===== config.mk =====
export PLATFORM = sky130hd
export DESIGN_NAME = rtc_core
export DESIGN_NICKNAME = d
export VERILOG_FILES = /design/src/rtc_pkg.sv /design/src/rtc_spi_slave.sv /design/src/rtc_core.sv
export SDC_FILE = /design/constraint.sdc
export NUM_CORES = 1
export LEC_CHECK = 0
export ABC_AREA = 0
export BUFFER_PORTS_ARGS = -buffer_cell sky130_fd_sc_hd__buf_4
export CELL_PAD_IN_SITES_DETAIL_PLACEMENT = 1
export CELL_PAD_IN_SITES_GLOBAL_PLACEMENT = 1
export CORE_MARGIN = 5
export CORE_UTILIZATION = 54
export CTS_CLUSTER_DIAMETER = 150
export DETAILED_ROUTE_END_ITERATION = 12
export PLACE_DENSITY = 0.87
export SYNTH_ARGS = -nofsm -noshare
export SYNTH_HDL_FRONTEND = slang
export SYNTH_SLANG_ARGS = --single-unit

===== constraint.sdc =====
create_clock -name sys_clk -period 9.7 [get_ports sys_clk]
set_input_delay 0.485 -clock sys_clk [delete_from_list [all_inputs] [get_ports sys_clk]]
set_output_delay 0.485 -clock sys_clk [all_outputs]
set_load 0.01 [all_outputs]

===== src/rtc_pkg.sv =====
// Purpose: shared constants for the serial real-time clock register core
// Assumes: 16 byte registers, 4-bit register address, one 100 MHz clock
// Notes:   reset values and write masks are per register, indexed by address
//
// Contract
// - sixteen 8-bit registers with a pointer that steps after every data byte moved.
// - the two control and status registers sit at addresses 0 and 1.
// - seconds, minutes, hours, days, weekdays, months, years sit at 2 to 8 in order.
// - seconds, minutes, hours, days, months and years count in packed BCD.
// - the time and date counters are frozen while a serial transfer is in progress.
// - minute, hour, day and weekday alarm registers sit at 9 to 12.
// - the clock output register at 13 selects the programmable output mode.
// - a countdown timer with control at 14 and count at 15 runs from one of four sources.
// - control register two enables a once-per-second and once-per-minute interrupt.
// - the interrupt pin is open drain, pulled low while an interrupt is pending.
// - serial clock and data are ignored while chip enable is low.
// - data in and data out are separate lines that the host may join.
// - the timekeeping clock is the crystal oscillator divided down.
package rtc_pkg;

  localparam int          RTC_NREG    = 16;
  localparam int          RTC_AW      = 4;

  localparam logic [3:0]  ADR_CTRL1   = 4'h0;
  localparam logic [3:0]  ADR_CTRL2   = 4'h1;
  localparam logic [3:0]  ADR_SEC     = 4'h2;
  localparam logic [3:0]  ADR_MIN     = 4'h3;
  localparam logic [3:0]  ADR_HOUR    = 4'h4;
  localparam logic [3:0]  ADR_DAY     = 4'h5;
  localparam logic [3:0]  ADR_WDAY    = 4'h6;
  localparam logic [3:0]  ADR_MON     = 4'h7;
  localparam logic [3:0]  ADR_YEAR    = 4'h8;
  localparam logic [3:0]  ADR_AMIN    = 4'h9;
  localparam logic [3:0]  ADR_AHOUR   = 4'ha;
  localparam logic [3:0]  ADR_ADAY    = 4'hb;
  localparam logic [3:0]  ADR_AWDAY   = 4'hc;
  localparam logic [3:0]  ADR_CLKSEL  = 4'hd;
  localparam logic [3:0]  ADR_TCTRL   = 4'he;
  localparam logic [3:0]  ADR_TVAL    = 4'hf;

  // control_status_one fields
  localparam int          C1_STOP     = 5;
  // control_status_two fields
  localparam int          C2_MI       = 7;
  localparam int          C2_SI       = 6;
  localparam int          C2_MSF      = 5;
  localparam int          C2_AF       = 3;
  localparam int          C2_TF       = 2;
  localparam int          C2_AIE      = 1;
  localparam int          C2_TIE      = 0;
  localparam logic [7:0]  C2_FLAGS    = 8'h2c;
  // alarm enable bit, low means the field takes part in the match
  localparam int          ALM_OFF     = 7;
  localparam int          TC_TE       = 7;
  localparam int          CMD_RD      = 7;

  // bcd limits
  localparam logic [7:0]  BCD_59      = 8'h59;
  localparam logic [7:0]  BCD_23      = 8'h23;
  localparam logic [7:0]  BCD_12      = 8'h12;
  localparam logic [7:0]  BCD_99      = 8'h99;
  localparam logic [7:0]  WDAY_MAX    = 8'h06;

  localparam int          XTAL_HZ     = 32768;
  localparam int          PRE_W       = 15;

  localparam logic [1:0]  TSRC_FAST   = 2'h0;
  localparam logic [1:0]  TSRC_MID    = 2'h1;
  localparam logic [1:0]  TSRC_SEC    = 2'h2;

  localparam logic [RTC_NREG-1:0][7:0] RTC_RST = {
    8'h00, 8'h00, 8'h00, 8'h80, 8'h80, 8'h80, 8'h80, 8'h00,
    8'h01, 8'h00, 8'h01, 8'h00, 8'h00, 8'h80, 8'h00, 8'h08};

  // writable bits; the rest read back as zero
  localparam logic [RTC_NREG-1:0][7:0] RTC_WMASK = {
    8'hff, 8'h83, 8'h07, 8'h87, 8'hbf, 8'hbf, 8'hff, 8'hff,
    8'h1f, 8'h07, 8'h3f, 8'h3f, 8'h7f, 8'hff, 8'hff, 8'hac};

endpackage : rtc_pkg


===== src/rtc_spi_slave.sv =====
// Purpose: serial port front end, byte framing and auto-increment pointer
// Assumes: spi_clk sampled on sys_clk, data in on rising, out on falling edge
// Notes:   first byte is the command: bit 7 read, bits 3:0 start address
`timescale 1ns/1ps
module rtc_spi_slave
  import rtc_pkg::*;
(
  input  wire logic              sys_clk,
  input  wire logic              rst,
  input  wire logic              chip_en,
  input  wire logic              spi_clk,
  input  wire logic              serial_in,
  output logic                   serial_out,
  output logic                   serial_oe,
  output logic                   busy,
  output logic                   wr_stb,
  output logic [RTC_AW-1:0]      wr_addr,
  output logic [7:0]             wr_data,
  output logic [RTC_AW-1:0]      rd_addr,
  input  wire logic [7:0]        rd_data
);

  typedef enum logic [3:0] {
    SP_IDLE = 4'b0001,
    SP_CMD  = 4'b0010,
    SP_WR   = 4'b0100,
    SP_RD   = 4'b1000
  } rtc_spi_e;

  rtc_spi_e          st_q,   st_d;
  logic              sck_q,  sck_d;
  logic [2:0]        bit_q,  bit_d;
  logic [7:0]        sh_q,   sh_d;
  logic [7:0]        out_q,  out_d;
  logic [RTC_AW-1:0] ptr_q,  ptr_d;
  logic              ld_q,   ld_d;
  logic              new_q,  new_d;
  logic              ws_q,   ws_d;
  logic [RTC_AW-1:0] wa_q,   wa_d;
  logic [7:0]        wd_q,   wd_d;
  logic              rise;
  logic              fall;
  logic [7:0]        byte_in;

  always_comb
  begin
    sck_d   = spi_clk;
    rise    = chip_en & spi_clk & ~sck_q;
    fall    = chip_en & ~spi_clk & sck_q;
    byte_in = {sh_q[6:0], serial_in};
    st_d    = st_q;
    bit_d   = bit_q;
    sh_d    = sh_q;
    out_d   = out_q;
    ptr_d   = ptr_q;
    ld_d    = 1'b0;
    new_d   = new_q;
    ws_d    = 1'b0;
    wa_d    = wa_q;
    wd_d    = wd_q;
    if (!chip_en)
    begin
      st_d  = SP_IDLE;
      bit_d = 3'h0;
    end
    else
    begin
      case (st_q)
        SP_IDLE: st_d = SP_CMD;
        SP_CMD, SP_WR, SP_RD:
        begin
          if (rise)
          begin
            sh_d  = byte_in;
            bit_d = bit_q + 3'h1;
            if (bit_q == 3'h7)
            begin
              if (st_q == SP_CMD)
              begin
                ptr_d = byte_in[RTC_AW-1:0];
                st_d  = byte_in[CMD_RD] ? SP_RD : SP_WR;
                ld_d  = byte_in[CMD_RD];
              end
              else if (st_q == SP_WR)
              begin
                ws_d  = 1'b1;
                wa_d  = ptr_q;
                wd_d  = byte_in;
                ptr_d = ptr_q + 4'h1;
              end
              else
              begin
                ptr_d = ptr_q + 4'h1;
                ld_d  = 1'b1;
              end
            end
          end
        end
        default: st_d = SP_IDLE;
      endcase
    end
    // the load lands between edges; its first falling edge must not shift it away
    if (ld_q)
    begin
      out_d = rd_data;
      new_d = 1'b1;
    end
    else if (fall)
    begin
      if (new_q)
        new_d = 1'b0;
      else
        out_d = {out_q[6:0], 1'b0};
    end
  end

  always_ff @(posedge sys_clk or posedge rst)
  begin
    if (rst)
    begin
      st_q  <= SP_IDLE;
      sck_q <= 1'b0;
      bit_q <= 3'h0;
      sh_q  <= 8'h00;
      out_q <= 8'h00;
      ptr_q <= 4'h0;
      ld_q  <= 1'b0;
      new_q <= 1'b0;
      ws_q  <= 1'b0;
      wa_q  <= 4'h0;
      wd_q  <= 8'h00;
    end
    else
    begin
      st_q  <= st_d;
      sck_q <= sck_d;
      bit_q <= bit_d;
      sh_q  <= sh_d;
      out_q <= out_d;
      ptr_q <= ptr_d;
      ld_q  <= ld_d;
      new_q <= new_d;
      ws_q  <= ws_d;
      wa_q  <= wa_d;
      wd_q  <= wd_d;
    end
  end

  assign serial_out = out_q[7];
  assign serial_oe  = chip_en & (st_q == SP_RD);
  assign busy       = chip_en;
  assign wr_stb     = ws_q;
  assign wr_addr    = wa_q;
  assign wr_data    = wd_q;
  assign rd_addr    = ptr_q;

endmodule : rtc_spi_slave


===== src/rtc_core.sv =====
// Purpose: real-time clock register file, calendar, alarm, timer, clock output
// Assumes: xtal_in is a synchronous level toggling at the crystal rate
// Notes:   hours count in 24-hour form only; interrupt and clock output pins are open drain
`timescale 1ns/1ps
module rtc_core
  import rtc_pkg::*;
#(
  parameter int XTAL_DIV = XTAL_HZ
)
(
  input  wire logic  sys_clk,
  input  wire logic  rst,
  input  wire logic  chip_en,
  input  wire logic  spi_clk,
  input  wire logic  serial_in,
  output logic       serial_out,
  output logic       serial_oe,
  input  wire logic  xtal_in,
  output logic       xtal_out,
  output logic       int_out,
  output logic       int_oe,
  output logic       prog_freq_out,
  output logic       prog_freq_oe
);

  logic [RTC_NREG-1:0][7:0] regs_q, regs_d;
  logic [PRE_W-1:0]         pre_q,  pre_d;
  logic [PRE_W-1:0]         tap_q,  tap_d;
  logic [7:0]               cnt_q,  cnt_d;
  logic                     xprv_q, xprv_d;
  logic                     pend_q, pend_d;
  logic                     io_q,   io_d;
  logic                     co_q,   co_d;
  logic                     xo_q,   xo_d;

  logic              busy;
  logic              wr_stb;
  logic [RTC_AW-1:0] wr_addr;
  logic [7:0]        wr_data;
  logic [RTC_AW-1:0] rd_addr;
  logic [7:0]        rd_data;

  logic       xedge;
  logic       stop;
  logic       sec_tick;
  logic       go;
  logic       min_tick;
  logic       hr_tick;
  logic       day_tick;
  logic       mon_tick;
  logic       tsrc;
  logic       alm_hit;
  logic       alm_any;
  logic [7:0] hw_set;
  logic [8:0] r9;
  logic       lvl;

  // one bcd step: returns {wrapped, next}
  function automatic logic [8:0] bcd_inc(input logic [7:0] v,
                                         input logic [7:0] maxv,
                                         input logic [7:0] minv);
    logic [8:0] res;
    if (v >= maxv)
      res = {1'b1, minv};
    else if (v[3:0] >= 4'h9)
      res = {1'b0, v[7:4] + 4'h1, 4'h0};
    else
      res = {1'b0, v[7:4], v[3:0] + 4'h1};
    return res;
  endfunction : bcd_inc

  // year in bcd divisible by four
  function automatic logic is_leap(input logic [7:0] yr);
    logic r;
    if (yr[4])
      r = (yr[3:0] == 4'h2) | (yr[3:0] == 4'h6);
    else
      r = (yr[3:0] == 4'h0) | (yr[3:0] == 4'h4) | (yr[3:0] == 4'h8);
    return r;
  endfunction : is_leap

  function automatic logic [7:0] last_day(input logic [7:0] mon,
                                          input logic [7:0] yr);
    logic [7:0] d;
    if (mon == 8'h02)
      d = is_leap(yr) ? 8'h29 : 8'h28;
    else if ((mon == 8'h04) | (mon == 8'h06) | (mon == 8'h09) | (mon == 8'h11))
      d = 8'h30;
    else
      d = 8'h31;
    return d;
  endfunction : last_day

  rtc_spi_slave u_spi (
    .sys_clk    (sys_clk),
    .rst        (rst),
    .chip_en    (chip_en),
    .spi_clk    (spi_clk),
    .serial_in  (serial_in),
    .serial_out (serial_out),
    .serial_oe  (serial_oe),
    .busy       (busy),
    .wr_stb     (wr_stb),
    .wr_addr    (wr_addr),
    .wr_data    (wr_data),
    .rd_addr    (rd_addr),
    .rd_data    (rd_data)
  );

  // timer register reads back the live count, not the reload value
  always_comb
  begin
    if (rd_addr == ADR_TVAL)
      rd_data = cnt_q;
    else
      rd_data = regs_q[rd_addr] & RTC_WMASK[rd_addr];
  end

  always_comb
  begin
    regs_d = regs_q;
    cnt_d  = cnt_q;
    hw_set = 8'h00;
    xprv_d = xtal_in;
    xedge  = xtal_in & ~xprv_q;
    stop   = regs_q[ADR_CTRL1][C1_STOP];
    // prescaler held at zero while stopped
    if (stop)
      pre_d = '0;
    else if (xedge)
      pre_d = (pre_q == PRE_W'(XTAL_DIV - 1)) ? '0 : pre_q + 1'b1;
    else
      pre_d = pre_q;
    sec_tick = xedge & ~stop & (pre_q == PRE_W'(XTAL_DIV - 1));

    // a tick during a transfer waits, so a transfer under one second loses no second and no carry tears
    go     = (sec_tick | pend_q) & ~busy;
    pend_d = (sec_tick | pend_q) & busy;

    min_tick = 1'b0;
    hr_tick  = 1'b0;
    day_tick = 1'b0;
    mon_tick = 1'b0;
    r9       = 9'h000;
    if (go)
    begin
      r9 = bcd_inc({1'b0, regs_q[ADR_SEC][6:0]}, BCD_59, 8'h00);
      regs_d[ADR_SEC][6:0] = r9[6:0];
      min_tick = r9[8];
      if (min_tick)
      begin
        r9 = bcd_inc(regs_q[ADR_MIN], BCD_59, 8'h00);
        regs_d[ADR_MIN] = r9[7:0];
        hr_tick = r9[8];
      end
      if (hr_tick)
      begin
        r9 = bcd_inc(regs_q[ADR_HOUR], BCD_23, 8'h00);
        regs_d[ADR_HOUR] = r9[7:0];
        day_tick = r9[8];
      end
      if (day_tick)
      begin
        r9 = bcd_inc(regs_q[ADR_DAY],
                     last_day(regs_q[ADR_MON], regs_q[ADR_YEAR]), 8'h01);
        regs_d[ADR_DAY] = r9[7:0];
        mon_tick = r9[8];
        regs_d[ADR_WDAY] = (regs_q[ADR_WDAY] >= WDAY_MAX) ? 8'h00
                           : regs_q[ADR_WDAY] + 8'h01;
      end
      if (mon_tick)
      begin
        r9 = bcd_inc(regs_q[ADR_MON], BCD_12, 8'h01);
        regs_d[ADR_MON] = r9[7:0];
        // the year wraps from 99 to 00, there is no century digit
        if (r9[8])
        begin
          r9 = bcd_inc(regs_q[ADR_YEAR], BCD_99, 8'h00);
          regs_d[ADR_YEAR] = r9[7:0];
        end
      end
    end

    // alarm checked on the new minute; a field with its off bit set is skipped
    alm_any = ~(regs_q[ADR_AMIN][ALM_OFF] & regs_q[ADR_AHOUR][ALM_OFF]
              & regs_q[ADR_ADAY][ALM_OFF] & regs_q[ADR_AWDAY][ALM_OFF]);
    alm_hit = min_tick & alm_any
      & (regs_q[ADR_AMIN][ALM_OFF]  | (regs_q[ADR_AMIN][6:0]  == regs_d[ADR_MIN][6:0]))
      & (regs_q[ADR_AHOUR][ALM_OFF] | (regs_q[ADR_AHOUR][5:0] == regs_d[ADR_HOUR][5:0]))
      & (regs_q[ADR_ADAY][ALM_OFF]  | (regs_q[ADR_ADAY][5:0]  == regs_d[ADR_DAY][5:0]))
      & (regs_q[ADR_AWDAY][ALM_OFF] | (regs_q[ADR_AWDAY][2:0] == regs_d[ADR_WDAY][2:0]));
    hw_set[C2_AF] = alm_hit;

    hw_set[C2_MSF] = (go & regs_q[ADR_CTRL2][C2_SI])
                   | (min_tick & regs_q[ADR_CTRL2][C2_MI]);

    // countdown source select
    case (regs_q[ADR_TCTRL][1:0])
      TSRC_FAST: tsrc = xedge & ~stop & (&tap_q[2:0]);
      TSRC_MID:  tsrc = xedge & ~stop & (&tap_q[8:0]);
      TSRC_SEC:  tsrc = go;
      default:   tsrc = min_tick;
    endcase
    if (regs_q[ADR_TCTRL][TC_TE] & tsrc)
    begin
      if (cnt_q <= 8'h01)
      begin
        cnt_d = regs_q[ADR_TVAL];
        hw_set[C2_TF] = 1'b1;
      end
      else
        cnt_d = cnt_q - 8'h01;
    end

    // host write beats the counting step for the same register
    if (wr_stb)
    begin
      if (wr_addr == ADR_CTRL2)
        regs_d[ADR_CTRL2] = (wr_data & ~C2_FLAGS)
                          | (wr_data & regs_q[ADR_CTRL2] & C2_FLAGS);
      else
        regs_d[wr_addr] = wr_data & RTC_WMASK[wr_addr];
      if (wr_addr == ADR_TVAL)
        cnt_d = wr_data;
    end
    // a flag raised in the cycle it is cleared survives
    regs_d[ADR_CTRL2] = regs_d[ADR_CTRL2] | hw_set;

    io_d = (regs_q[ADR_CTRL2][C2_MSF]
            & (regs_q[ADR_CTRL2][C2_MI] | regs_q[ADR_CTRL2][C2_SI]))
         | (regs_q[ADR_CTRL2][C2_AF] & regs_q[ADR_CTRL2][C2_AIE])
         | (regs_q[ADR_CTRL2][C2_TF] & regs_q[ADR_CTRL2][C2_TIE]);

    // output mode: crystal, divided taps, or released
    case (regs_q[ADR_CLKSEL][2:0])
      3'h0:    lvl = xtal_in;
      3'h1:    lvl = tap_q[0];
      3'h2:    lvl = tap_q[1];
      3'h3:    lvl = tap_q[2];
      3'h4:    lvl = tap_q[4];
      3'h5:    lvl = tap_q[9];
      3'h6:    lvl = tap_q[14];
      default: lvl = 1'b1;
    endcase
    co_d = ~lvl;
    xo_d = ~xtal_in;
  end

  always_ff @(posedge sys_clk or posedge rst)
  begin
    if (rst)
    begin
      regs_q <= RTC_RST;
      pre_q  <= '0;
      cnt_q  <= 8'h00;
      xprv_q <= 1'b0;
      pend_q <= 1'b0;
      io_q   <= 1'b0;
      co_q   <= 1'b0;
      xo_q   <= 1'b1;
    end
    else
    begin
      regs_q <= regs_d;
      pre_q  <= pre_d;
      cnt_q  <= cnt_d;
      xprv_q <= xprv_d;
      pend_q <= pend_d;
      io_q   <= io_d;
      co_q   <= co_d;
      xo_q   <= xo_d;
    end
  end

  // taps for clock output and timer come from a power-of-two divider of their
  // own, so a shortened second divider still leaves every tap toggling
  always_comb
  begin
    // stop clears it along with the rest of the divider chain
    if (stop)
      tap_d = '0;
    else if (xedge)
      tap_d = tap_q + 1'b1;
    else
      tap_d = tap_q;
  end

  always_ff @(posedge sys_clk or posedge rst)
  begin
    if (rst)
      tap_q <= '0;
    else
      tap_q <= tap_d;
  end

  // open drain: interrupt and clock output only ever pull low; crystal drive is push-pull
  assign int_out       = 1'b0;
  assign int_oe        = io_q;
  assign prog_freq_out = 1'b0;
  assign prog_freq_oe  = co_q;
  assign xtal_out      = xo_q;

endmodule : rtc_core


Word level (Yosys, flattened, before mapping)
Memories as Yosys holds them, arrays and structs flattened.
Index checks and enable logic that the tools add are counted.
{"block": "op_classes", "add_sub_neg": 18, "muxes": 91, "n_lt_le_gt_ge": 17, "n_bitwise": 56, "eq_ne": 36, "reduce_logical": 16}
{"operator": "two-way mux 8 bit", "count": 27}
{"operator": "bitwise mux 128 bit", "count": 1}
{"operator": "two-way mux 15 bit", "count": 5}
{"operator": "two-way mux 72 bit", "count": 1}
{"operator": "two-way mux 9 bit", "count": 8}
{"operator": "two-way mux 56 bit", "count": 1}
{"operator": "adder 4 x 1 -> 4 bit, second input constant", "count": 12}
{"operator": "two-way mux 48 bit", "count": 1}
{"operator": "binary-select mux 8 bit (select 4 bit)", "count": 1}
{"operator": "demux 8 bit (select 4 bit)", "count": 1}
{"operator": "two-way mux 16 bit", "count": 2}
{"operator": "adder 15 x 1 -> 15 bit, second input constant", "count": 2}
{"operator": "two-way mux 1 bit", "count": 29}
{"operator": "bitwise AND 1 bit", "count": 26}
{"operator": "greater-or-equal comparator 4 bit, second input constant", "count": 6}
{"operator": "two-way mux 4 bit", "count": 6}
{"operator": "bitwise AND 8 bit", "count": 2}
{"operator": "equality test 4 bit, second input constant", "count": 4}
{"operator": "equality test 8 x 3 -> 1 bit, second input constant", "count": 2}
{"operator": "OR 8 x 6 -> 8 bit", "count": 2}
{"operator": "equality test 15 bit, second input constant", "count": 1}
{"operator": "OR 1 bit", "count": 15}
{"operator": "equality test 3 bit, second input constant", "count": 4}
{"operator": "equality test 4 x 3 -> 1 bit, second input constant", "count": 3}
{"operator": "other kinds (47)", "count": 72}
{"block": "word_totals", "n_memories": 2, "elab_cells": 272, "input_bits": 6, "regBits": 213, "rom_bits": 256}
{"name": "(name not given)", "depth": 16, "word_bits": 8, "read_ports": 1, "rd_ports_with_merged_regs": 0, "wr": 0, "line_no": "rtc_core.sv:222", "source": "regs_d[wr_addr] = wr_data & RTC_WMASK[wr_addr];"}
{"name": "(name not given)", "depth": 16, "word_bits": 8, "read_ports": 1, "rd_ports_with_merged_regs": 0, "wr": 0, "line_no": "rtc_core.sv:116", "source": "rd_data = regs_q[rd_addr] & RTC_WMASK[rd_addr];"}

Longest topological paths before layout
Gate-level depths: netlist (run 1).
{"block": "logic_depth", "depth_word": 33, "ltp_mapped": 17}

Modules after synthesis
A second synthesis (run 1) with hierarchy kept.
{"block": "unflattened", "cells_unflattened": 1220, "area_unflattened_um2": 11606.1}
{"module": "rtc_core", "area_per_inst_um2": 9655.5, "seq_area_each_um2": 3814.9, "n_inst": 1, "cells_per_inst": 1065}
{"module": "rtc_spi_slave", "area_per_inst_um2": 1950.6, "seq_area_each_um2": 1052.3, "n_inst": 1, "cells_per_inst": 155}

Least setup slack after synthesis (run 1)
Ideal clock, no wire load.
{"block": "synth_timing", "kind": "register to register", "start": "register regs_q[56] in the netlist's numbering", "end": "register regs_q[11] in the netlist's numbering", "setup_slack_ps": 5795, "arrival_ps": 3809, "period_less_slack_ps": 3905, "path_buffers": 0, "setup_ps": 95, "stages_incl_launch_ff": 16, "cell_sequence": "dfstp_2 > inv_1 > ha_1 > o211ai_1 > o21ai_0 > a31oi_1 > ha_1 > or4b_2 > a221oi_1 > and3_1 > nand2_1 > mux2_2 > xnor2_1 > a2111oi_0 > a31oi_1 > o31ai_1"}
{"item": "start: declaration", "line_no": "rtc_core.sv:26", "source": "logic [RTC_NREG-1:0][7:0] regs_q, regs_d;"}
{"item": "start signal: assignment", "line_no": "rtc_core.sv:264", "source": "regs_q <= regs_d;"}

==> metrics.log, run 1 <==
[metrics] Routability Congestion: 0.922
[metrics] mean number of vias per cell: 6.56
[metrics] Syn Std Cell Area: 12000 um^2
[metrics] share of the core filled with cells in the final layout: 59.7%
[metrics] Slowest Stage Delay on Critical Path: 0.66 ns
[metrics] crit-path cells: inv_1, ha_1, nor2b_1, nand4b_1, nor3_1, a31oi_1, ha_1, or4b_2, a221oi_1, and3_1, nand2_1, mux2_2, xnor2_1, a2111oi_0, a31oi_1, o31ai_1
[metrics] outcome: complete, no violations
[metrics] sequential cell fraction of total power: 48.7%
[metrics] Vias: 10300
[metrics] first-pass GRT wire length: 60300 um
[metrics] leakage power of the design: 5.88 nW
[metrics] combinational group share of total power: 3.7%
[metrics] number of violations of the max-capacitance limit: 0
[metrics] Final Hold Vio Count: 0
[metrics] most used flip-flop cell after synthesis: sky130_fd_sc_hd__dfrtp_1
[metrics] post-cts repair resize count: 0
[metrics] post-place setup slack: 5.17 ns
[metrics] internal cell power: 1.43 mW
[metrics] Cell variety after synth: 76
[metrics] Max Buffers Root-to-Sink: 3
[metrics] number of port buffers: 10
[metrics] row count: 54
[metrics] average cell area after synthesis: 9.36 um^2
[metrics] layer carrying the most global-route usage: met2
[metrics] total length of routed wires: 37300 um
[metrics] Worst Hold Margin: 0.0784 ns
[metrics] Filler cells: 2482
[metrics] Antenna Violating Nets Remaining: 0
[metrics] worst setup path startpoint: regs_q[60]
[metrics] number of warnings issued by yosys: 0
[metrics] Gate Count Post-Synth: 1287
[metrics] Slowest-stage cell, CP: sky130_fd_sc_hd__or4b_2
[metrics] die height: 159 um
[metrics] detailed placer's ending HPWL: 26100 um
[metrics] maximum VDD drop: 0.152 mV
[metrics] global routing usage on met3: 5.13%
[metrics] final worst-path cycle share: 48.1%
[metrics] clock network power share: 47.7%
[metrics] worst-path fanout max: 6
[metrics] overall die area: 25400 um^2
[metrics] Slew HR: 12.3%
[metrics] setup TNS: 0 ns
[metrics] Clock Sink Count: 208
[metrics] Chip Width: 159 um
[metrics] remaining global-route overflow: 0
[metrics] total number of H-tree levels: 1
[metrics] total count of max-transition violations in the final report: 0
[metrics] fmax: 215 MHz
[metrics] final worst slack: 5.04 ns
[metrics] pin slew with the least headroom to its limit: 1.31 ns
[metrics] worst-case clock skew: 0.0247 ns
[metrics] Worst Setup Start Kind: register
[metrics] DRT Pass-1 Iters: 5
[metrics] flip-flop and latch count after synthesis: 208
[metrics] GRT Total Usage: 29.1%
[metrics] share of post-route cells with drive strength above 1: 9.63%
[metrics] via count of the first global-routing pass: 10900
[metrics] DRC viols: 0
[metrics] TritonCTS clock tree: yes
[metrics] synthesis-to-layout area growth: 8.49%
[metrics] number of ports placed on the die boundary: 13
[metrics] Largest delay share family, worst path: simple AND/OR/NAND/NOR gates
[metrics] largest net degree at the start of global routing: 136
[metrics] 1st-iter DRT viols: 829
[metrics] number of post-CTS setup repair buffers: 0
[metrics] clock transition at the register clock pins on the worst setup and hold paths after CTS: 0.06 ns
[metrics] power density over cell area: 143 nW/um^2
[metrics] critical path start-end classification: register to register
[metrics] Core Box Area: 21900 um^2
[metrics] Critical R2R Launch: regs_q[60]
[metrics] net switching power: 0.436 mW
[metrics] initial core utilization: 55.0%
[metrics] startpoint of the most critical hold path: spi_clk
[metrics] Async SR Flop Fraction: 100%
[metrics] proportion of total power due to net switching: 23.4%
[metrics] RSZ-0062 raised after global routing: no
[metrics] Wirelength per Cell: 23.8 um
[metrics] Final Critical Period: 4.66 ns
[metrics] Post-synth EDFFs: 0
[metrics] CP bufs+invs: 1
[metrics] met1 GRT Util: 36.9%
[metrics] count of final setup violators: 0
[metrics] sequential area share after synthesis: 43.3%
[metrics] data required time at the worst endpoint: 10.10 ns
[metrics] endpoint kind of the worst setup timing path: register
[metrics] Clk Tree Root Cell: sky130_fd_sc_hd__clkbuf_16
[metrics] data arrival time of the critical path: 5.07 ns
[metrics] Clock Latency Late Sink: 0.54 ns
[metrics] final-stage net count: 1328
[metrics] worst min-delay path category: input pin to register
[metrics] number of buffers inserted by hold repair at cts: 0
[metrics] Num CTS Buffers: 24
[metrics] antenna violations before repair: 1
[metrics] met2 demand-to-capacity share in global routing: 48.9%
flip-flops by register name, summed over array words and instances, names as in the netlist, 3 cells and up:
| register | cells |
|---|---|
| u_spi.wr_data | 8 |
| u_spi.st_q | 4 |
| pre_q | 15 |
| u_spi.out_q | 8 |
| u_spi.rd_addr | 4 |
| u_spi.bit_q | 3 |
| regs_q | 123 |
| tap_q | 15 |
| cnt_q | 8 |
| u_spi.sh_q | 7 |
| u_spi.wr_addr | 4 |
area by class of cell:
type                    count  area [um^2]  area share (%)
multi-input cells         971         6410            49.0
flip-flops and latches    208         5220            39.9
clock buffers              38          693            5.30
well taps                 280          350            2.68
inverters                  45          176            1.35
repair buffers             20          150            1.15
clock inverters             6         70.1           0.536
diodes                      1         2.50          0.0191
cells in the final DEF, fill, tap and decap left out, types with 16 or more instances in the layout:
master                      instances
sky130_fd_sc_hd__nand3_1           36
sky130_fd_sc_hd__nor3_1            25
sky130_fd_sc_hd__nor2b_1           25
sky130_fd_sc_hd__buf_4             20
sky130_fd_sc_hd__xor2_1            24
sky130_fd_sc_hd__nor2_1           107
sky130_fd_sc_hd__mux2i_1           31
sky130_fd_sc_hd__inv_1             42
sky130_fd_sc_hd__ha_1              52
sky130_fd_sc_hd__a211oi_1          19
sky130_fd_sc_hd__a21oi_1           60
sky130_fd_sc_hd__and2_1            19
sky130_fd_sc_hd__mux2_2            18
sky130_fd_sc_hd__clkbuf_16         24
sky130_fd_sc_hd__dfrtp_1          197
sky130_fd_sc_hd__nand4_1           16
sky130_fd_sc_hd__nand2_1          190
sky130_fd_sc_hd__and3_1            21
sky130_fd_sc_hd__mux4_2            30
sky130_fd_sc_hd__o21ai_0          116
per-stage QoR:
step                      cells  total power [mW]  area, um^2
after floorplan            1288             0.966       12100
after global placement     1524             0.984       12300
after detailed placement   1524             0.991       12300
after CTS                  1568              1.88       13100
after global routing       1568              1.93       13100
final                      1569              1.86       13100
cell usage after synthesis, drive strengths merged, types with 16 or more instances:
cell / count / area share (%)
xor2: 24 / 1.7
dfrtp: 198 / 41
mux2i: 31 / 2.6
mux2: 18 / 1.7
mux4: 30 / 5.6
and3: 21 / 1.1
a21oi: 60 / 2.5
nor2: 108 / 3.4
inv: 44 / 1.4
ha: 52 / 5.4
nor3: 26 / 1.1
a211oi: 19 / 1.2
nor2b: 25 / 1.3
clkbuf: 55 / 1.7
o21ai: 122 / 5.1
nand2: 190 / 5.9
nand4: 16 / 0.83
and2: 21 / 1.1
nand3: 36 / 1.5
logic make-up (layout without fill, tap and decap cells):
group                    count (synthesis)  after routing  synth area share, %
XOR/XNOR                                39             39                 2.84
other                                    1              3               0.0311
AND/OR/NAND/NOR                        492            492                 19.3
AO/OA/AOI/OAI                          307            307                 15.7
multiplexers                            79             79                 9.87
adder cells (fa/ha/maj)                 52             52                 5.40
flip-flops                             208            208                 43.3
buffers and inverters                  109            109                 3.53
power by group through the flow:
| stage | registers, mW | logic [mW] | clock network (mW) |
|---|---|---|---|
| 6_report | 0.907 | 0.0682 | 0.889 |
| 2_1_floorplan | 0.915 | 0.0506 | 0 |
| 5_1_grt | 0.909 | 0.0775 | 0.945 |
| 3_3_place_gp | 0.919 | 0.0647 | 0 |
| 4_1_cts | 0.906 | 0.0701 | 0.902 |
| 3_5_place_dp | 0.921 | 0.0696 | 0 |
final timing paths:
check                              endpoint  slack, ns  cells after the start
hold / removal                  u_spi.sck_q       0.08                      1
hold reg to reg                   pre_q[11]       0.48                      1
setup / recovery                 regs_q[11]       5.04                     16
max in group asynchronous  u_spi.rd_addr[0]       7.90                      3
setup reg to reg                 regs_q[11]       5.04                     16
min in group asynchronous            int_oe       0.10                      2
metal layers:
metal  part of all wire [%]  up-vias
met4                    5.4        0
met5                      0        -
met2                     49      352
met3                    5.8      128
li1                       -     4580
met1                     40     5231
worst reg2reg max path, delay by kind of cell (launching register included):
| kind | cells | cell delay (ns) |
|---|---|---|
| compound gates | 5 | 1.43 |
| buf+inv | 1 | 0.09 |
| fa+ha+maj | 2 | 0.45 |
| simple gates | 6 | 1.70 |
| xor+xnor | 1 | 0.14 |
| mux | 1 | 0.30 |
| flops | 1 | 0.45 |
Note: power is estimated with default switching activity, not from simulation.
==> run 2, diff against run 1 <==
Settings changed: CORE_UTILIZATION 54 to 45, PLACE_DENSITY 0.87 to 0.77.
Clock period 9.7 ns to 4 ns, I/O delays scaled along.
==> metrics.log, run 2 (synthesized netlist as in run 1, its figures left out) <==
[metrics] outcome: complete, no violations
[metrics] 1st-iter DRT viols: 680 (-18%)
[metrics] share of post-route cells with drive strength above 1: 12.7% (+3.1 points)
[metrics] leakage power of the design: 6.03 nW (+2.5%)
[metrics] Core Box Area: 26200 um^2 (+20%)
[metrics] length in cells of the worst reg-to-reg path: 11 (-5)
[metrics] remaining global-route overflow: 0 (unchanged)
[metrics] Final Hold Vio Count: 0 (unchanged)
[metrics] post-place setup slack: -0.245 ns (-5.41 ns)
[metrics] Clock Sink Count: 208 (unchanged)
[metrics] final worst-path cycle share: 98.3% (+50 points)
[metrics] pin slew with the least headroom to its limit: 1.13 ns (-0.178 ns)
[metrics] Worst Setup Start Kind: register
[metrics] worst-path fanout max: 9 (+3)
[metrics] Num CTS Buffers: 24 (unchanged)
[metrics] antenna violations before repair: 0 (-1)
[metrics] total length of routed wires: 37400 um (about the same)
[metrics] startpoint of the most critical hold path: spi_clk
[metrics] Vias: 10200 (-0.90%)
[metrics] Wirelength per Cell: 22.6 um (-5.1%)
[metrics] number of port buffers: 10 (unchanged)
[metrics] final worst slack: 0.0699 ns (-4.97 ns)
[metrics] total number of H-tree levels: 1 (unchanged)
[metrics] initial core utilization: 46.0% (-9.1 points)
[metrics] crit-path cells: ha_1, nand3_1, or4_4, o21ai_2, nand3_2, buf_4, o31ai_1, xor2_1, nor3_1, o211ai_1, o31ai_1
[metrics] overall die area: 30100 um^2 (+19%)
[metrics] number of violations of the max-capacitance limit: 0 (unchanged)
[metrics] Chip Width: 174 um (+8.9%)
[metrics] share of the core filled with cells in the final layout: 51.5% (-8.2 points)
[metrics] Clock Latency Late Sink: 0.54 ns (about the same)
[metrics] Antenna Violating Nets Remaining: 0 (unchanged)
[metrics] Routability Congestion: 0.885 (-4.1%)
[metrics] total count of max-transition violations in the final report: 0 (unchanged)
[metrics] RSZ-0062 raised after global routing: yes
[metrics] mean number of vias per cell: 6.17 (-6.0%)
[metrics] Slowest-stage cell, CP: sky130_fd_sc_hd__or4_4
[metrics] first-pass GRT wire length: 59300 um (-1.6%)
[metrics] worst-case clock skew: 0.0203 ns (-0.00450 ns)
[metrics] most used cells in the layout excluding fill and tap cells: 197 x sky130_fd_sc_hd__dfrtp_1, 190 x sky130_fd_sc_hd__nand2_1, 115 x sky130_fd_sc_hd__o21ai_0, 107 x sky130_fd_sc_hd__nor2_1, 60 x sky130_fd_sc_hd__a21oi_1
[metrics] Slew HR: 24.3% (+12 points)
[metrics] final-stage net count: 1361 (+2.5%)
[metrics] Slowest Stage Delay on Critical Path: 0.61 ns (-0.05 ns)
[metrics] most used cell, CP: sky130_fd_sc_hd__o31ai_1
[metrics] row count: 59 (+9.3%)
[metrics] synthesis-to-layout area growth: 12.0%
[metrics] worst hold path stage count: 2 (+1)
[metrics] number of flip-flops in the largest register: 123 (unchanged)
[metrics] power density over cell area: 339 nW/um^2 (+140%)
[metrics] die height: 174 um (+8.9%)
[metrics] endpoint kind of the worst setup timing path: register
[metrics] Critical R2R Launch: pre_q[0]
[metrics] Max Buffers Root-to-Sink: 3 (unchanged)
[metrics] Diodes inserted: 0 (-1)
[metrics] count of non-filler cells in the finished layout: 1654 (+5.4%)
[metrics] maximum VDD drop: 0.285 mV (+87%)
[metrics] number of ports placed on the die boundary: 13 (unchanged)
[metrics] worst min-delay path category: input pin to register
[metrics] DRT Pass-1 Iters: 5 (unchanged)
[metrics] Clk Tree Root Cell: sky130_fd_sc_hd__clkbuf_16
[metrics] data required time at the worst endpoint: 4.43 ns (-5.67 ns)
[metrics] clock transition at the register clock pins on the worst setup and hold paths after CTS: 0.07 ns (about the same)
[metrics] data arrival time of the critical path: 4.36 ns (-0.71 ns)
[metrics] RR Endpoint: regs_q[11]
[metrics] CP bufs+invs: 1 (unchanged)
[metrics] fmax: 254 MHz (+19%)
[metrics] Hold Crit Endpoint: u_spi.sck_q
[metrics] count of final setup violators: 0 (unchanged)
[metrics] via count of the first global-routing pass: 10700 (-1.4%)
[metrics] worst-case register-to-register setup slack: 0.07 ns (-4.97 ns)
[metrics] detailed placer's ending HPWL: 26500 um (+1.5%)
[metrics] GRT Total Usage: 24.4% (-4.8 points)
[metrics] Largest delay share family, worst path: simple AND/OR/NAND/NOR gates
[metrics] most frequent standard cell in the layout excluding fill and tap cells: sky130_fd_sc_hd__dfrtp_1
[metrics] largest net degree at the start of global routing: 105 (-23%)
[metrics] placed cells: 1604 (+5.2%)
[metrics] critical path start-end classification: register to register
[metrics] biggest regs: regs_q: 123 flops, pre_q: 15 flops, tap_q: 15 flops
[metrics] DRC viols: 0 (unchanged)
[metrics] TritonCTS clock tree: yes
[metrics] Final Critical Period: 3.93 ns (-0.732 ns)
[metrics] register with the most flip-flops: regs_q
-- run 2: cell count changes in the layout (fill, tap and decap cells not counted), moves of 2 or more --
cell	delta
sky130_fd_sc_hd__ha_2	+2
sky130_fd_sc_hd__dlygate4sd3_1	+5
sky130_fd_sc_hd__clkbuf_8	-2
sky130_fd_sc_hd__clkinvlp_4	+5
sky130_fd_sc_hd__nor3_2	+2
sky130_fd_sc_hd__nor3_1	-2
sky130_fd_sc_hd__inv_1	-2
sky130_fd_sc_hd__inv_2	+2
sky130_fd_sc_hd__clkbuf_1	-6
sky130_fd_sc_hd__buf_4	+27
sky130_fd_sc_hd__ha_1	-3
-- run 2: area by class of cell --
cell class / instances / area [um^2]
fill: 2975 / 12700
multi-input combinational: 971 / 6480
sequential: 208 / 5220
clock buffer: 30 / 643
timing repair buffer: 53 / 423
tap: 335 / 419
inverter: 45 / 173
clock inverter: 12 / 135
-- run 2: through the flow --
| step | hold slack (ns) | instance area, um^2 | power [mW] | setup TNS, ns |
|---|---|---|---|---|
| 2_1_floorplan | 0.231 | 12100 | 2.34 | 0 |
| 6_report | 0.335 | 13500 | 4.57 | 0 |
| 3_5_place_dp | 0.332 | 12600 | 2.40 | -0.245 |
| 5_1_grt | 0.323 | 13500 | 4.73 | -0.135 |
| 4_1_cts | 0.324 | 13500 | 4.61 | 0 |
| 3_3_place_gp | 0.332 | 12600 | 2.39 | -0.0819 |
-- run 2: worst max-delay path by stage --
stage | startpoint | endpoint | slack (ns) | depth (start not counted)
after floorplan | regs_q[56] | regs_q[11] | 0.1 | 15
after global placement | regs_q[56] | regs_q[11] | -0.08 | 16
after detailed placement | regs_q[61] | regs_q[11] | -0.25 | 17
after CTS | pre_q[0] | regs_q[11] | 0.04 | 11
after global routing | regs_q[61] | regs_q[11] | -0.14 | 17
final | pre_q[0] | regs_q[11] | 0.07 | 11
-- run 2: routing by layer --
layer | vias to the layer above | track usage (%) | routed length, um
met2 | 246 | 42.1 | 18300
li1 | 4636 | - | -
met4 | 0 | 8.71 | 1490
met3 | 92 | 3.84 | 1790
met5 | - | 0 | 0
met1 | 5224 | 31.1 | 15700
-- run 2: what timing repair did --
action                                  CTS  global route
hold buffers                              5             0
endpoints found under the setup margin    1             7
endpoints found under the hold margin    37             0
buffers inserted                          2             1
pin swaps                                 8             9
gates resized for setup                  14             4
-- run 2: worst register-to-register path, stage by stage (launching register included) --
cell	delay, ns
sky130_fd_sc_hd__dfrtp_1	0.39
sky130_fd_sc_hd__ha_1	0.22
sky130_fd_sc_hd__nand3_1	0.16
sky130_fd_sc_hd__or4_4	0.62
sky130_fd_sc_hd__o21ai_2	0.37
sky130_fd_sc_hd__nand3_2	0.32
sky130_fd_sc_hd__buf_4	0.24
sky130_fd_sc_hd__o31ai_1	0.54
sky130_fd_sc_hd__xor2_1	0.20
sky130_fd_sc_hd__nor3_1	0.31
sky130_fd_sc_hd__o211ai_1	0.16
sky130_fd_sc_hd__o31ai_1	0.30
-- run 2: where the power goes --
| group | leakage, nW | internal (mW) | total (mW) | switching (mW) |
|---|---|---|---|---|
| clock network | 0.370 | 1.27 | 2.20 | 0.929 |
| logic | 3.02 | 0.0638 | 0.170 | 0.106 |
| registers | 2.64 | 2.15 | 2.20 | 0.0471 |
==> run 3, diff against run 2 <==
Settings changed: ABC_AREA 0 to 1, CORE_UTILIZATION 45 to 43, PLACE_DENSITY 0.77 to 0.78.
==> metrics.log, run 3 <==
[metrics] outcome: complete, no violations
[metrics] most frequent standard cell in the layout excluding fill and tap cells: sky130_fd_sc_hd__nand2_1
[metrics] row count: 62 (+5.1%)
[metrics] DRC viols: 0 (unchanged)
[metrics] Hold Crit Endpoint: u_spi.sck_q
[metrics] number of ports placed on the die boundary: 13 (unchanged)
[metrics] combinational family with the most area after synthesis: simple AND/OR/NAND/NOR gates
[metrics] total count of max-transition violations in the final report: 0 (unchanged)
[metrics] Syn Std Cell Area: 12500 um^2 (+3.7%)
[metrics] startpoint of the most critical hold path: spi_clk
[metrics] Clock Latency Late Sink: 0.55 ns (about the same)
[metrics] count of non-filler cells in the finished layout: 2092 (+26%)
[metrics] endpoint kind of the worst setup timing path: register
[metrics] synthesis-to-layout area growth: 11.8%
[metrics] number of violations of the max-capacitance limit: 0 (unchanged)
[metrics] GRT Total Usage: 25.2% (+0.83 points)
[metrics] share of post-route cells with drive strength above 1: 6.67% (-6.1 points)
[metrics] 1st-iter DRT viols: 705 (+3.7%)
[metrics] Post-synth EDFFs: 0 (unchanged)
[metrics] simple logic cell fraction of the synthesized area: 22.3% (+3.0 points)
[metrics] total length of routed wires: 41700 um (+12%)
[metrics] clock transition at the register clock pins on the worst setup and hold paths after CTS: 0.06 ns (about the same)
[metrics] die height: 180 um (+3.9%)
[metrics] Async SR Flop Fraction: 100% (unchanged)
[metrics] number of buffers inserted by hold repair at cts: 5 (unchanged)
[metrics] post-cts repair resize count: 0 (-14)
[metrics] Core Box Area: 28700 um^2 (+9.5%)
[metrics] number of flip-flops in the largest register: 123 (unchanged)
[metrics] via count of the first global-routing pass: 12200 (+14%)
[metrics] final worst-path cycle share: 85.6% (-13 points)
[metrics] Final Hold Vio Count: 0 (unchanged)
[metrics] data required time at the worst endpoint: 4.47 ns (+0.04 ns)
[metrics] biggest regs: regs_q: 123 flops, pre_q: 15 flops, tap_q: 15 flops
[metrics] maximum VDD drop: 0.332 mV (+16%)
[metrics] top cells by count, synth: 361 x sky130_fd_sc_hd__nand2_1, 230 x sky130_fd_sc_hd__inv_1, 211 x sky130_fd_sc_hd__o21ai_0
[metrics] worst-path fanout max: 9 (unchanged)
[metrics] overall die area: 32600 um^2 (+8.0%)
[metrics] fmax: 292 MHz (+15%)
[metrics] total number of H-tree levels: 1 (unchanged)
[metrics] complex-gate fraction of the synthesized area: 19.7% (+3.9 points)
[metrics] Num CTS Buffers: 26 (+8.3%)
[metrics] most used cells in the layout excluding fill and tap cells: 361 x sky130_fd_sc_hd__nand2_1, 229 x sky130_fd_sc_hd__inv_1, 211 x sky130_fd_sc_hd__o21ai_0, 197 x sky130_fd_sc_hd__dfrtp_1, 151 x sky130_fd_sc_hd__nor2_1
[metrics] register with the most flip-flops: regs_q
[metrics] Antenna Violating Nets Remaining: 0 (unchanged)
[metrics] Vias: 11800 (+16%)
[metrics] sequential area share after synthesis: 41.8% (-1.5 points)
[metrics] initial core utilization: 43.5% (-2.5 points)
[metrics] largest net degree at the start of global routing: 122 (+16%)
[metrics] data arrival time of the critical path: 3.89 ns (-0.47 ns)
[metrics] Clock Sink Count: 208 (unchanged)
[metrics] largest cells by area after synthesis: sky130_fd_sc_hd__dfrtp_1 40%, sky130_fd_sc_hd__nand2_1 11%, sky130_fd_sc_hd__o21ai_0 8.5%
[metrics] detailed placer's ending HPWL: 30100 um (+14%)
[metrics] worst-case register-to-register setup slack: 0.58 ns (+0.51 ns)
[metrics] Gate Count Post-Synth: 1680 (+31%)
[metrics] number of post-CTS setup repair buffers: 0 (-2)
[metrics] Worst Setup Start Kind: register
[metrics] first-pass GRT wire length: 66700 um (+13%)
[metrics] adder-cell share of the synthesized area: 5.21% (-0.19 points)
[metrics] most frequent cell after synthesis: sky130_fd_sc_hd__nand2_1
[metrics] Chip Width: 180 um (+3.9%)
[metrics] Slew HR: 31.1% (+6.9 points)
[metrics] remaining global-route overflow: 0 (unchanged)
[metrics] number of warnings issued by yosys: 0 (unchanged)
[metrics] RR Endpoint: regs_q[11]
[metrics] power density over cell area: 373 nW/um^2 (+10%)
[metrics] count of final setup violators: 0 (unchanged)
[metrics] Max Buffers Root-to-Sink: 3 (unchanged)
[metrics] library cell occupying the most area in the post-synthesis netlist: sky130_fd_sc_hd__dfrtp_1
[metrics] average cell area after synthesis: 7.43 um^2 (-21%)
[metrics] worst min-delay path category: input pin to register
[metrics] synthesized-area fraction occupied by xor and xnor cells: 1.82% (-1.0 points)
[metrics] most used flip-flop cell after synthesis: sky130_fd_sc_hd__dfrtp_1
[metrics] Critical R2R Launch: regs_q[56]
[metrics] share of the synthesized area in the top cell type: 39.7% (-1.5 points)
[metrics] number of port buffers: 10 (unchanged)
[metrics] Routability Congestion: 0.938 (+6.0%)
[metrics] Clk Tree Root Cell: sky130_fd_sc_hd__clkbuf_16
[metrics] final-stage net count: 1748 (+28%)
[metrics] flip-flop and latch count after synthesis: 208 (unchanged)
[metrics] worst-case clock skew: 0.0264 ns (+0.00612 ns)
[metrics] RSZ-0062 raised after global routing: no
[metrics] DRT Pass-1 Iters: 5 (unchanged)
[metrics] placed cells: 2041 (+27%)
[metrics] setup TNS: 0 ns (unchanged)
[metrics] antenna violations before repair: 0 (unchanged)
[metrics] mux cell area share after synthesis: 0.170% (-9.7 points)
[metrics] Final Critical Period: 3.42 ns (-0.506 ns)
[metrics] length in cells of the worst reg-to-reg path: 22 (+11)
[metrics] Diodes inserted: 0 (unchanged)
[metrics] worst hold path stage count: 2 (unchanged)
[metrics] Wirelength per Cell: 19.9 um (-12%)
[metrics] TritonCTS clock tree: yes
[metrics] Cell variety after synth: 59 (-22%)
[metrics] pin slew with the least headroom to its limit: 1.03 ns (-0.0964 ns)
[metrics] mean number of vias per cell: 5.65 (-8.4%)
[metrics] leakage power of the design: 6.66 nW (+10%)
[metrics] critical path start-end classification: register to register
run 3: cell count changes after synthesis, moves of 16 or more:
cell,change
sky130_fd_sc_hd__a211oi_1,-16
sky130_fd_sc_hd__a21oi_1,+80
sky130_fd_sc_hd__and2_1,-18
sky130_fd_sc_hd__and3_1,-21
sky130_fd_sc_hd__inv_1,+187
sky130_fd_sc_hd__mux2_2,-17
sky130_fd_sc_hd__mux2i_1,-30
sky130_fd_sc_hd__mux4_2,-30
sky130_fd_sc_hd__nand2_1,+171
sky130_fd_sc_hd__nand3_1,+53
sky130_fd_sc_hd__nor2_1,+44
sky130_fd_sc_hd__nor2b_1,-25
sky130_fd_sc_hd__o21ai_0,+95
run 3: worst max path at each step:
stage | to | start
after floorplan | cnt_q[0] | rst
after global placement | regs_q[11] | regs_q[56]
after detailed placement | regs_q[11] | regs_q[56]
after CTS | regs_q[11] | regs_q[56]
after global routing | regs_q[11] | regs_q[56]
final | regs_q[11] | regs_q[56]
run 3: stage by stage:
step	instance area [um^2]	power, mW	worst slack [ns]	utilization (%)	hold WS, ns
after detailed placement	13000	2.71	0.593	45.2	0.323
after global routing	14000	5.42	0.203	48.6	0.313
after global placement	13000	2.69	0.723	45.2	0.319
after floorplan	12500	2.58	1.11	-	0.226
final	14000	5.20	0.576	48.6	0.320
after CTS	14000	5.25	0.553	48.6	0.303
run 3: final cells by class:
cell class,count,area [um^2]
multi-input combinational,1183,6150
tap,384,480
inverter,239,901
clock buffer,38,786
fill,3673,14700
sequential,208,5220
clock inverter,8,140
timing repair buffer,32,290
run 3: cells by family after synthesis:
kind of cell / Yosys count
compound gates: 446
xor+xnor: 26
fa+ha+maj: 52
buf+inv: 290
flops: 208
mux: 2
other cells: 1
simple gates: 655
run 3: per-layer routing:
metal  global-route usage [%]  share of wire [%]
met1                     35.4                 46
met2                     41.0                 46
met3                     3.41                5.5
met4                     7.23                2.9
met5                        0                  0
run 3: power breakdown:
| group | switching (mW) | leakage [nW] | total (mW) | internal, mW |
|---|---|---|---|---|
| Combinational | 0.237 | 3.60 | 0.366 | 0.129 |
| Sequential | 0.103 | 2.60 | 2.32 | 2.21 |
| Clock | 0.968 | 0.458 | 2.52 | 1.55 |
| Total | 1.31 | 6.66 | 5.20 | 3.89 |
run 3: critical path, cell delays in order, from the launching register on:
cell and delay (ns):
sky130_fd_sc_hd__dfstp_2 0.58, sky130_fd_sc_hd__inv_1 0.10, sky130_fd_sc_hd__ha_1 0.24, sky130_fd_sc_hd__o21ai_0 0.17, sky130_fd_sc_hd__o21ai_0 0.11, sky130_fd_sc_hd__nand3_1 0.08, sky130_fd_sc_hd__a21oi_1 0.06, sky130_fd_sc_hd__a31oi_1 0.15
sky130_fd_sc_hd__ha_1 0.25, sky130_fd_sc_hd__inv_1 0.06, sky130_fd_sc_hd__nor2_1 0.04, sky130_fd_sc_hd__nand3_1 0.08, sky130_fd_sc_hd__nand3_1 0.28, sky130_fd_sc_hd__or2_2 0.39, sky130_fd_sc_hd__nand2_1 0.09, sky130_fd_sc_hd__nand2_1 0.07
sky130_fd_sc_hd__nand2_1 0.06, sky130_fd_sc_hd__nand2_1 0.06, sky130_fd_sc_hd__nor2_1 0.10, sky130_fd_sc_hd__nand3_1 0.10, sky130_fd_sc_hd__a21oi_1 0.14, sky130_fd_sc_hd__nand3_1 0.08, sky130_fd_sc_hd__nand2_1 0.07
